===== src/design/pfs_pkg.sv =====
package pfs_pkg;

   // Pin bank geometry
   localparam int unsigned PFS_NPINS     = 5;
   localparam int unsigned PFS_SEL_W     = 3;
   localparam int unsigned PFS_FUNC_W    = 15;
   localparam int unsigned PFS_DATA_W    = 32;
   localparam int unsigned PFS_ADDR_W    = 8;
   localparam int unsigned PFS_NCODES    = 8;

   // Configuration space offsets
   localparam logic [7:0]  PFS_OFF_FUNC_SEL = 8'hc0;
   localparam logic [7:0]  PFS_OFF_PIN_DATA = 8'hc4;

   // Field layout of the function-select and pin data registers, and reset values
   localparam int unsigned PFS_RSVD_BIT      = 15;
   localparam int unsigned PFS_FLD_LSB [PFS_NPINS] = '{0, 3, 6, 9, 12};
   localparam int unsigned PFS_DATA_LSB      = 10;
   localparam logic [14:0] PFS_FUNC_SEL_RST  = 15'h0000;
   localparam logic [4:0]  PFS_GP_OUT_RST    = 5'h00;

   // Selector codes
   typedef enum logic [2:0] {
      PFS_SEL_GP_IN  = 3'b000,
      PFS_SEL_GP_OUT = 3'b001,
      PFS_SEL_ALT2   = 3'b010,
      PFS_SEL_ALT3   = 3'b011,
      PFS_SEL_ALT4   = 3'b100,
      PFS_SEL_ALT5   = 3'b101,
      PFS_SEL_ALT6   = 3'b110,
      PFS_SEL_ALT7   = 3'b111
   } pfs_sel_t;

   // Codes that make each pin drive, bit index is the code; pins 10..14
   localparam logic [7:0] PFS_OUT_MASK [PFS_NPINS] = '{8'h02, 8'h02, 8'hfe, 8'hfe, 8'h7e};

   // Positions of the pin-sourced hot-plug signals in the core-side vector
   localparam int unsigned PFS_HP_PF1   = 0;
   localparam int unsigned PFS_HP_PF2   = 1;
   localparam int unsigned PFS_HP_PF3   = 2;
   localparam int unsigned PFS_HP_CKR3  = 3;
   localparam int unsigned PFS_HP_LAT1  = 4;
   localparam int unsigned PFS_HP_LAT2  = 5;
   localparam int unsigned PFS_HP_LAT3  = 6;
   localparam int unsigned PFS_HP_BTN1  = 7;
   localparam int unsigned PFS_HP_BTN2  = 8;
   localparam int unsigned PFS_HP_PGD3  = 9;
   localparam int unsigned PFS_HP_W     = 10;

endpackage


===== src/design/pfs_pin_cell.sv =====
`timescale 1ns/100ps

module pfs_pin_cell
   import pfs_pkg::*;
#(
   parameter logic [7:0] P_OUT_MASK = 8'h02  // Codes for which the pin drives
) (
   input  wire logic       i_clk,       // Core clock
   input  wire logic       i_rst_n,     // Synchronised reset, active low
   input  wire logic       i_ce,        // Clock enable
   input  wire logic [2:0] i_sel,       // Pin selector code
   input  wire logic [7:0] i_func,      // Output function per code
   input  wire logic       i_gp_out,    // General output latch
   input  wire logic       i_force_in,  // Strap holds the pin as input
   output logic            o_pin_out,   // Pin output level
   output logic            o_pin_oe_n   // Output enable, low drives
);

   typedef struct packed {
      logic out;
      logic oe_n;
   } pfs_cell_t;

   pfs_cell_t q;
   pfs_cell_t d;

   // Direction and level follow the selector; idle pins park low and undriven
   always_comb begin
      d = q;
      d.oe_n = !(P_OUT_MASK[i_sel] && !i_force_in);
      if (i_sel == PFS_SEL_GP_OUT) begin
         d.out = i_gp_out;
      end else begin
         d.out = i_func[i_sel];
      end
      if (d.oe_n) begin
         d.out = 1'b0;
      end
   end

   // Registered drive keeps the pin free of selector glitches
   always_ff @(posedge i_clk or negedge i_rst_n) begin
      if (!i_rst_n) begin
         q <= '{out: 1'b0, oe_n: 1'b1};
      end else if (i_ce) begin
         q <= d;
      end
   end

   assign o_pin_out  = q.out;
   assign o_pin_oe_n = q.oe_n;

endmodule


===== src/design/pfs_function_select.sv =====
// Contract
// Bit 15 of the function-select register always reads zero and writes to it are dropped.
// Code 000 is general input (reset value), 001 general output; the register resets to 0.
// Pin 14: 010..100 give activity 1..3, 101/110 power 1/2, 111 port 3 power fault.
// Pin 13: 010..100 give activity 1..3, 101 attention 1, 110 power 2, 111 alt power 3.
// Pin 12: 010..100 give activity 1..3, 101 power 1, 110 attention 2, 111 alt attention 3.
// Pin 11: 010 clock request 3, 011 latch 3, 100/101 fault 1/2, 110/111 latch 1/2.
// Pin 10 codes 010/011 button 1/2, 100/101 power fault 1/2, 110/111 latch sensor 1/2.
// Every selector field loads from the EEPROM when present and clears on fundamental reset.
// With the port 3 strap high at reset release, pin 10 is only the port 3 power-good input.
// Software leaves the pin 10 selector at default while the strap owns that pin.
// Reading pin data returns the real level of every pin whatever its function.
// Writing pin data changes only pins whose selector picks general output.
`timescale 1ns/100ps

module pfs_function_select
   import pfs_pkg::*;
(
   input  wire logic        i_clk,                       // Core clock, 200 MHz
   input  wire logic        i_rst_n,                     // Fundamental reset, active low
   input  wire logic        i_ce,                        // Clock enable
   input  wire logic        i_cfg_wr,                    // Config write strobe
   input  wire logic        i_cfg_rd,                    // Config read strobe
   input  wire logic [7:0]  i_cfg_addr,                  // Dword-aligned byte address
   input  wire logic [3:0]  i_cfg_be,                    // Byte enables
   input  wire logic [31:0] i_cfg_wdata,                 // Write data
   output logic [31:0]      o_cfg_rdata,                 // Read data
   output logic             o_cfg_rvalid,                // Read data valid pulse
   input  wire logic        i_eeprom_load,               // EEPROM word strobe
   input  wire logic [15:0] i_eeprom_word,               // EEPROM word for this register
   input  wire logic        i_port3_hotplug_strap,       // Strap, caught at reset release
   input  wire logic [4:0]  i_pin_in,                    // Pin levels, pins 10..14
   output logic [4:0]       o_pin_out,                   // Pin drive levels
   output logic [4:0]       o_pin_oe_n,                  // Pin output enables, low drives
   input  wire logic        i_port1_activity_indicator,  // Indicator sources
   input  wire logic        i_port2_activity_indicator,  // Port 2 activity
   input  wire logic        i_port3_activity_indicator,  // Port 3 activity
   input  wire logic        i_port1_power_indicator,     // Port 1 power
   input  wire logic        i_port2_power_indicator,     // Port 2 power
   input  wire logic        i_port3_power_indicator_alt, // Port 3 power, index 1 variant
   input  wire logic        i_port1_attention_indicator, // Port 1 attention
   input  wire logic        i_port2_attention_indicator, // Port 2 attention
   input  wire logic        i_port3_attention_indicator_alt, // Port 3 attention, index 1
   output logic             o_port1_power_fault,         // Pin-sourced hot-plug inputs
   output logic             o_port2_power_fault,         // Port 2 power fault
   output logic             o_port3_power_fault,         // Port 3 power fault
   output logic             o_port3_clock_request,       // Port 3 clock request
   output logic             o_port1_latch_sensor,        // Port 1 latch sensor
   output logic             o_port2_latch_sensor,        // Port 2 latch sensor
   output logic             o_port3_latch_sensor,        // Port 3 latch sensor
   output logic             o_port1_attention_button,    // Port 1 attention button
   output logic             o_port2_attention_button,    // Port 2 attention button
   output logic             o_port3_power_good           // Strapped power-good input
);

   typedef struct packed {
      logic [14:0]         sel;
      logic [4:0]          gp_out;
      logic [4:0]          pin_in;
      logic                strap;
      logic                strap_done;
      logic [PFS_HP_W-1:0] hp;
      logic [31:0]         rdata;
      logic                rvalid;
   } pfs_state_t;

   pfs_state_t q;
   pfs_state_t d;
   logic       rst_meta_q;
   logic       rst_sync_q;
   logic [2:0] sel_f   [PFS_NPINS];
   logic [4:0] gp_mode;
   logic [7:0] func_vec [PFS_NPINS];

   // Reset release through two flops; the first is read by the second only
   always_ff @(posedge i_clk or negedge i_rst_n) begin
      if (!i_rst_n) begin
         rst_meta_q <= 1'b0;
         rst_sync_q <= 1'b0;
      end else begin
         rst_meta_q <= 1'b1;
         rst_sync_q <= rst_meta_q;
      end
   end

   // Per-pin selector slice, general output flag and drive cell
   for (genvar g = 0; g < PFS_NPINS; g++) begin : g_pin
      assign sel_f[g]   = q.sel[PFS_FLD_LSB[g] +: PFS_SEL_W];
      assign gp_mode[g] = (sel_f[g] == PFS_SEL_GP_OUT) && !((g == 0) && q.strap);
      pfs_pin_cell #(
         .P_OUT_MASK (PFS_OUT_MASK[g])
      ) pfs_pin_cell_i (
         .i_clk      (i_clk),
         .i_rst_n    (rst_sync_q),
         .i_ce       (i_ce),
         .i_sel      (sel_f[g]),
         .i_func     (func_vec[g]),
         .i_gp_out   (q.gp_out[g]),
         .i_force_in ((g == 0) && q.strap),
         .o_pin_out  (o_pin_out[g]),
         .o_pin_oe_n (o_pin_oe_n[g])
      );

      AST_GPIN_UNDRIVEN: assert property (@(posedge i_clk) disable iff (!rst_sync_q)
         (i_ce && sel_f[g] == PFS_SEL_GP_IN) |=> o_pin_oe_n[g])
         else $error("general input pin is driven");
      AST_GPOUT_DRIVES: assert property (@(posedge i_clk) disable iff (!rst_sync_q)
         (i_ce && gp_mode[g]) |=> (!o_pin_oe_n[g] && o_pin_out[g] == $past(q.gp_out[g])))
         else $error("general output pin does not follow its latch");
   end

   // Indicator sources per code; input-only codes leave their slots at zero
   always_comb begin
      for (int p = 0; p < PFS_NPINS; p++) begin
         func_vec[p] = 8'h00;
      end
      func_vec[4][2] = i_port1_activity_indicator;
      func_vec[4][3] = i_port2_activity_indicator;
      func_vec[4][4] = i_port3_activity_indicator;
      func_vec[4][5] = i_port1_power_indicator;
      func_vec[4][6] = i_port2_power_indicator;
      func_vec[3][2] = i_port1_activity_indicator;
      func_vec[3][3] = i_port2_activity_indicator;
      func_vec[3][4] = i_port3_activity_indicator;
      func_vec[3][5] = i_port1_attention_indicator;
      func_vec[3][6] = i_port2_power_indicator;
      func_vec[3][7] = i_port3_power_indicator_alt;
      func_vec[2][2] = i_port1_activity_indicator;
      func_vec[2][3] = i_port2_activity_indicator;
      func_vec[2][4] = i_port3_activity_indicator;
      func_vec[2][5] = i_port1_power_indicator;
      func_vec[2][6] = i_port2_attention_indicator;
      func_vec[2][7] = i_port3_attention_indicator_alt;
   end

   // Next state: config access, EEPROM load, strap capture and input routing
   always_comb begin
      d        = q;
      d.rvalid = 1'b0;
      d.pin_in = i_pin_in;
      // Strap is caught on the first enabled edge after reset release
      if (!q.strap_done) begin
         d.strap      = i_port3_hotplug_strap;
         d.strap_done = 1'b1;
      end
      // Bit 15 has no storage, so writes to it vanish
      if (i_cfg_wr && i_cfg_addr == PFS_OFF_FUNC_SEL) begin
         if (i_cfg_be[0]) begin
            d.sel[7:0] = i_cfg_wdata[7:0];
         end
         if (i_cfg_be[1]) begin
            d.sel[14:8] = i_cfg_wdata[14:8];
         end
      end
      // EEPROM load wins over a colliding config write, it runs only at init
      if (i_eeprom_load) begin
         d.sel = i_eeprom_word[14:0];
      end
      if (i_cfg_wr && i_cfg_addr == PFS_OFF_PIN_DATA && i_cfg_be[1]) begin
         for (int p = 0; p < PFS_NPINS; p++) begin
            if (gp_mode[p]) begin
               d.gp_out[p] = i_cfg_wdata[PFS_DATA_LSB + p];
            end
         end
      end
      if (i_cfg_rd) begin
         d.rvalid = 1'b1;
         case (i_cfg_addr)
            PFS_OFF_FUNC_SEL: d.rdata = {17'h00000, q.sel};
            PFS_OFF_PIN_DATA: d.rdata = {17'h00000, q.pin_in, 10'h000};
            default:          d.rdata = 32'h00000000;
         endcase
      end
      // Several pins may pick one function; their levels are ORed
      d.hp = '0;
      d.hp[PFS_HP_PF1]  = (!q.strap && sel_f[0] == PFS_SEL_ALT4 && q.pin_in[0])
                        | (sel_f[1] == PFS_SEL_ALT4 && q.pin_in[1]);
      d.hp[PFS_HP_PF2]  = (!q.strap && sel_f[0] == PFS_SEL_ALT5 && q.pin_in[0])
                        | (sel_f[1] == PFS_SEL_ALT5 && q.pin_in[1]);
      d.hp[PFS_HP_LAT1] = (!q.strap && sel_f[0] == PFS_SEL_ALT6 && q.pin_in[0])
                        | (sel_f[1] == PFS_SEL_ALT6 && q.pin_in[1]);
      d.hp[PFS_HP_LAT2] = (!q.strap && sel_f[0] == PFS_SEL_ALT7 && q.pin_in[0])
                        | (sel_f[1] == PFS_SEL_ALT7 && q.pin_in[1]);
      d.hp[PFS_HP_BTN1] = !q.strap && sel_f[0] == PFS_SEL_ALT2 && q.pin_in[0];
      d.hp[PFS_HP_BTN2] = !q.strap && sel_f[0] == PFS_SEL_ALT3 && q.pin_in[0];
      d.hp[PFS_HP_CKR3] = sel_f[1] == PFS_SEL_ALT2 && q.pin_in[1];
      d.hp[PFS_HP_LAT3] = sel_f[1] == PFS_SEL_ALT3 && q.pin_in[1];
      d.hp[PFS_HP_PF3]  = sel_f[4] == PFS_SEL_ALT7 && q.pin_in[4];
      d.hp[PFS_HP_PGD3] = q.strap && q.pin_in[0];
   end

   // Only the fundamental reset clears the selectors; lesser resets never reach here
   always_ff @(posedge i_clk or negedge rst_sync_q) begin
      if (!rst_sync_q) begin
         q <= '{sel: PFS_FUNC_SEL_RST, gp_out: PFS_GP_OUT_RST, default: '0};
      end else if (i_ce) begin
         q <= d;
      end
   end

   assign o_cfg_rdata              = q.rdata;
   assign o_cfg_rvalid             = q.rvalid;
   assign o_port1_power_fault      = q.hp[PFS_HP_PF1];
   assign o_port2_power_fault      = q.hp[PFS_HP_PF2];
   assign o_port3_power_fault      = q.hp[PFS_HP_PF3];
   assign o_port3_clock_request    = q.hp[PFS_HP_CKR3];
   assign o_port1_latch_sensor     = q.hp[PFS_HP_LAT1];
   assign o_port2_latch_sensor     = q.hp[PFS_HP_LAT2];
   assign o_port3_latch_sensor     = q.hp[PFS_HP_LAT3];
   assign o_port1_attention_button = q.hp[PFS_HP_BTN1];
   assign o_port2_attention_button = q.hp[PFS_HP_BTN2];
   assign o_port3_power_good       = q.hp[PFS_HP_PGD3];

   AST_RSVD_READS_ZERO: assert property (@(posedge i_clk) disable iff (!rst_sync_q)
      (i_ce && i_cfg_rd && i_cfg_addr == PFS_OFF_FUNC_SEL)
      |=> (o_cfg_rvalid && o_cfg_rdata[31:PFS_RSVD_BIT] == 17'h00000))
      else $error("reserved bits of function select read nonzero");
   AST_FUNC_WRITE_READBACK: assert property (@(posedge i_clk) disable iff (!rst_sync_q)
      (i_ce && i_cfg_wr && i_cfg_addr == PFS_OFF_FUNC_SEL && i_cfg_be[1:0] == 2'b11
       && !i_eeprom_load) |=> (q.sel == $past(i_cfg_wdata[14:0])))
      else $error("function select write not stored");
   AST_PIN14_FAULT: assert property (@(posedge i_clk) disable iff (!rst_sync_q)
      (i_ce && sel_f[4] == PFS_SEL_ALT7 && q.pin_in[4]) |=> o_port3_power_fault)
      else $error("pin 14 power fault not routed");
   AST_PIN13_ATTENTION: assert property (@(posedge i_clk) disable iff (!rst_sync_q)
      (i_ce && sel_f[3] == PFS_SEL_ALT5)
      |=> (!o_pin_oe_n[3] && o_pin_out[3] == $past(i_port1_attention_indicator)))
      else $error("pin 13 attention indicator not driven");
   AST_PIN12_ALT_ATTN: assert property (@(posedge i_clk) disable iff (!rst_sync_q)
      (i_ce && sel_f[2] == PFS_SEL_ALT7)
      |=> (o_pin_out[2] == $past(i_port3_attention_indicator_alt)))
      else $error("pin 12 alternate attention not driven");
   AST_PIN11_CLKREQ: assert property (@(posedge i_clk) disable iff (!rst_sync_q)
      (i_ce && sel_f[1] == PFS_SEL_ALT2) |=> (o_port3_clock_request == $past(q.pin_in[1])))
      else $error("pin 11 clock request not routed");
   AST_PIN10_BUTTON: assert property (@(posedge i_clk) disable iff (!rst_sync_q)
      (i_ce && !q.strap && sel_f[0] == PFS_SEL_ALT2 && q.pin_in[0])
      |=> (o_port1_attention_button && o_pin_oe_n[0]))
      else $error("pin 10 button not routed");
   AST_EEPROM_LOAD: assert property (@(posedge i_clk) disable iff (!rst_sync_q)
      (i_ce && i_eeprom_load) |=> (q.sel == $past(i_eeprom_word[14:0])))
      else $error("EEPROM word not loaded");
   AST_STRAP_POWER_GOOD: assert property (@(posedge i_clk) disable iff (!rst_sync_q)
      (i_ce && q.strap) |=> (o_pin_oe_n[0] && o_port3_power_good == $past(q.pin_in[0])
       && !o_port1_attention_button && !o_port2_attention_button))
      else $error("strapped pin 10 not a power-good input");
   AST_DATA_READ_LEVELS: assert property (@(posedge i_clk) disable iff (!rst_sync_q)
      (i_ce && i_cfg_rd && i_cfg_addr == PFS_OFF_PIN_DATA)
      |=> (o_cfg_rdata[14:10] == $past(q.pin_in)))
      else $error("pin data read does not show pin levels");
   AST_DATA_WRITE_MASKED: assert property (@(posedge i_clk) disable iff (!rst_sync_q)
      (i_ce && i_cfg_wr && i_cfg_addr == PFS_OFF_PIN_DATA && !gp_mode[4])
      |=> $stable(q.gp_out[4]))
      else $error("pin data write changed a non-output pin");

endmodule


===== config.mk =====
export PLATFORM = sky130hd
export DESIGN_NAME = pfs_function_select
export DESIGN_NICKNAME = d
export VERILOG_FILES = /design/src/design/pfs_pkg.sv /design/src/design/pfs_pin_cell.sv /design/src/design/pfs_function_select.sv
export SDC_FILE = /design/constraint.sdc
export NUM_CORES = 1
export LEC_CHECK = 0
export BUFFER_PORTS_ARGS = -buffer_cell sky130_fd_sc_hd__buf_2
export CORE_MARGIN = 2
export CORE_UTILIZATION = 40
export CTS_CLUSTER_DIAMETER = 120
export CTS_CLUSTER_SIZE = 30
export DETAILED_ROUTE_END_ITERATION = 16
export PLACE_DENSITY = 0.68
export SYNTH_ARGS = -nofsm -noshare
export SYNTH_HDL_FRONTEND = slang
export SYNTH_SLANG_ARGS = --single-unit

===== constraint.sdc =====
create_clock -name i_clk -period 3.7 [get_ports i_clk]
set_input_delay 0.74 -clock i_clk [delete_from_list [all_inputs] [get_ports i_clk]]
set_output_delay 0.74 -clock i_clk [all_outputs]
set_load 0.03 [all_outputs]

==> flow_metrics.tcl <==
set metrics [dict create \
    antenna_found_initial 0 \
    holdBufCountCts 0 \
    drive_above_1_share_pct 42.5 \
    maxCapViolations 0 \
    grt_max_degree 35 \
    yosys_register_bits 65 \
    p_per_area_nw_per_um2 445 \
    dp_hpwl_microns 5710 \
    viasPerCell 5.02 \
    cts_tree "done" \
    crit_type "in2reg" \
    synth_most_common_cell "dfrtp_1" \
    end_kind "flop" \
    start_util_pct 41.2 \
    row_count 33 \
    cts_setup_buffers 0 \
    root_buffer "clkbuf_8" \
    portBuffers 96 \
    ys_top_cells_by_area "dfrtp_1 (45%), buf_4 (9.6%), mux2_2 (4.4%)" \
    finalCritPeriodShare_pct 49.8 \
    clk_pin_slew_ns 0.06 \
    grt_pass1_vias 2370 \
    worst_ep_required_time_ns 3.98 \
    min_period_ns 1.84 \
    yosysWarnings 0 \
    clock.fmax_mhz 543 \
    grt_pass1_wl_microns 12100 \
    tns_ns 0 \
    hp-class "in2async" \
    dr_total_vias 2438 \
    htreeDepth 3 \
    first_iter_violations 69 \
    outcome "finished, final reports clean" \
    die-area_sq_um 9160 \
    critPathMaxFanout 10 \
    ys_types 48 \
    slew_viol_final 0 \
    ys_top_cells_by_count "dfrtp_1 (60), buf_4 (43), nand2_1 (20)" \
    synth_area_sq_um 3360 \
    cts_made_buffers 9 \
    wire_per_inst_microns 15.5 \
    ir_drop_uv 181 \
    setup_violations 0 \
    arrival_ns 2.12 \
    p_leak_nw 1.83 \
    antenna_cells 0 \
    ios 134 \
    r2r_cells 4 \
    fin_nets 458 \
    skew_ns 0.00813 \
    place_area_sq_um 3670 \
    synth_edf_count 0 \
    ys.flop_type "dfrtp_1" \
    syn_inst 308 \
    clock_path_buffers 2 \
    insertion_delay_ns 0.35 \
    die_x_microns 95.7 \
    synth_top_area_share_pct 44.6 \
    max_slew_margin_pct 58.3 \
    fp.dieH_microns 95.7 \
    rsz0062_at_grt "false" \
    gp_congestion 0.853 \
    worst_pin_slew_ns 0.626 \
    setup.worst_path.start_class "primary input" \
    ant_nets 0 \
    drtPass1Iterations 4 \
    grt_util_all_layers_pct 18.1 \
    synth_seq_area_share_pct 48.5 \
    clock-sinks 65 \
    design_area_sq_um 3870 \
    multi_input_area_sq_um 1360 \
    overflow 0 \
    wirelength_microns 7550 \
    cts-resized-gates 0 \
    synth_largest_area_cell "dfrtp_1" \
    core_sq_um 8180 \
    hold_viol 0 \
    drc 0 \
    ys_async_sr_fraction_pct 100 \
    regArea_sq_um 1630 \
    area_growth_pct 15.0 \
    fill_cells 785 \
    syn_avg_cell_area_sq_um 10.9 \
]
-- final cells by class --
| type | instances | area share [%] |
|---|---|---|
| multi-input combinational | 191 | 35.2 |
| sequential | 65 | 42.2 |
| clock inverter | 3 | 1.03 |
| timing repair buffer | 100 | 13.2 |
| tap | 105 | 3.39 |
| clock buffer | 12 | 4.01 |
| inverter | 10 | 0.970 |
-- placed cells by master, fill, tap and decap left out, types with 11 or more instances in the layout --
cell type,Yosys,final
buf_2,4,96
dfrtp_1,60,59
nand2_1,20,20
conb_1,2,18
nor2_1,15,15
mux2_2,13,13
a22o_1,11,11
o21ai_0,11,11
clkbuf_8,0,11
-- where the power goes --
part           switching, mW  internal [mW]
clock                  0.261          0.342
combinational          0.162          0.115
sequential            0.0760          0.766
-- metrics by stage --
stage / total power, mW / std cells / setup WS [ns] / util (%) / hold slack, ns
6_report: 1.72 / 486 / 1.86 / 47.3 / 0.166
5_1_grt: 1.81 / 486 / 1.76 / 47.3 / 0.141
4_1_cts: 1.74 / 486 / 1.86 / 47.3 / 0.143
3_5_place_dp: 1.13 / 471 / 1.50 / 44.9 / 0.308
3_3_place_gp: 1.13 / 471 / 1.50 / 44.9 / 0.306
2_1_floorplan: 1.06 / 324 / 1.76 / - / 0.331
-- flip-flops by register name (all words and copies together), names as in the netlist, 5 cells and up --
signal and cells:
g_pin.pfs_pin_cell_i.o_pin_oe_n 5, g_pin.pfs_pin_cell_i.o_pin_out 5, o_cfg_rdata 15, q 27
-- logic make-up (layout without fill, tap and decap cells) --
| family | count (synthesis) | after routing | synth area share (%) |
|---|---|---|---|
| other | 2 | 18 | 0.223 |
| AO/OA/AOI/OAI | 62 | 62 | 14.9 |
| AND/OR/NAND/NOR | 86 | 86 | 14.8 |
| multiplexers | 25 | 25 | 8.66 |
| flip-flops | 65 | 65 | 48.5 |
| buffers and inverters | 68 | 125 | 12.8 |
-- critical path: stages --
cell,delay [ns]
buf_2,0.11
nor3_4,0.36
nand4_1,0.31
nor2_2,0.40
a22o_1,0.19
-- metal layers --
layer / vias up / share of wire [%] / global-route usage [%]
met2: 77 / 47 / 26.8
met3: 13 / 5.2 / 4.15
met1: 1171 / 46 / 25.0
met5: - / 0 / 0
met4: 0 / 2.2 / 8.93
li1: 1177 / - / -
-- worst paths after layout --
path / startpoint / end / slack, ns
max: i_cfg_addr[3] / o_cfg_rdata[2]$_DFFE_PN0P_ / 1.86
min: i_rst_n / rst_sync_q$_DFF_PN0_ / 0.17
max reg2reg: q[57]$_DFFE_PN0P_ / q[50]$_DFFE_PN0P_ / 2.15
min reg2reg: rst_sync_q$_DFF_PN0_ / o_port3_power_good$_DFFE_PN0P_ / 0.29
max in group asynchronous: rst_sync_q$_DFF_PN0_ / g_pin[0].pfs_pin_cell_i.o_pin_oe_n$_DFFE_PN1P_ / 2.49
min in group i_clk: rst_meta_q$_DFF_PN0_ / rst_sync_q$_DFF_PN0_ / 0.36
Power figures use the tool's default switching activity.
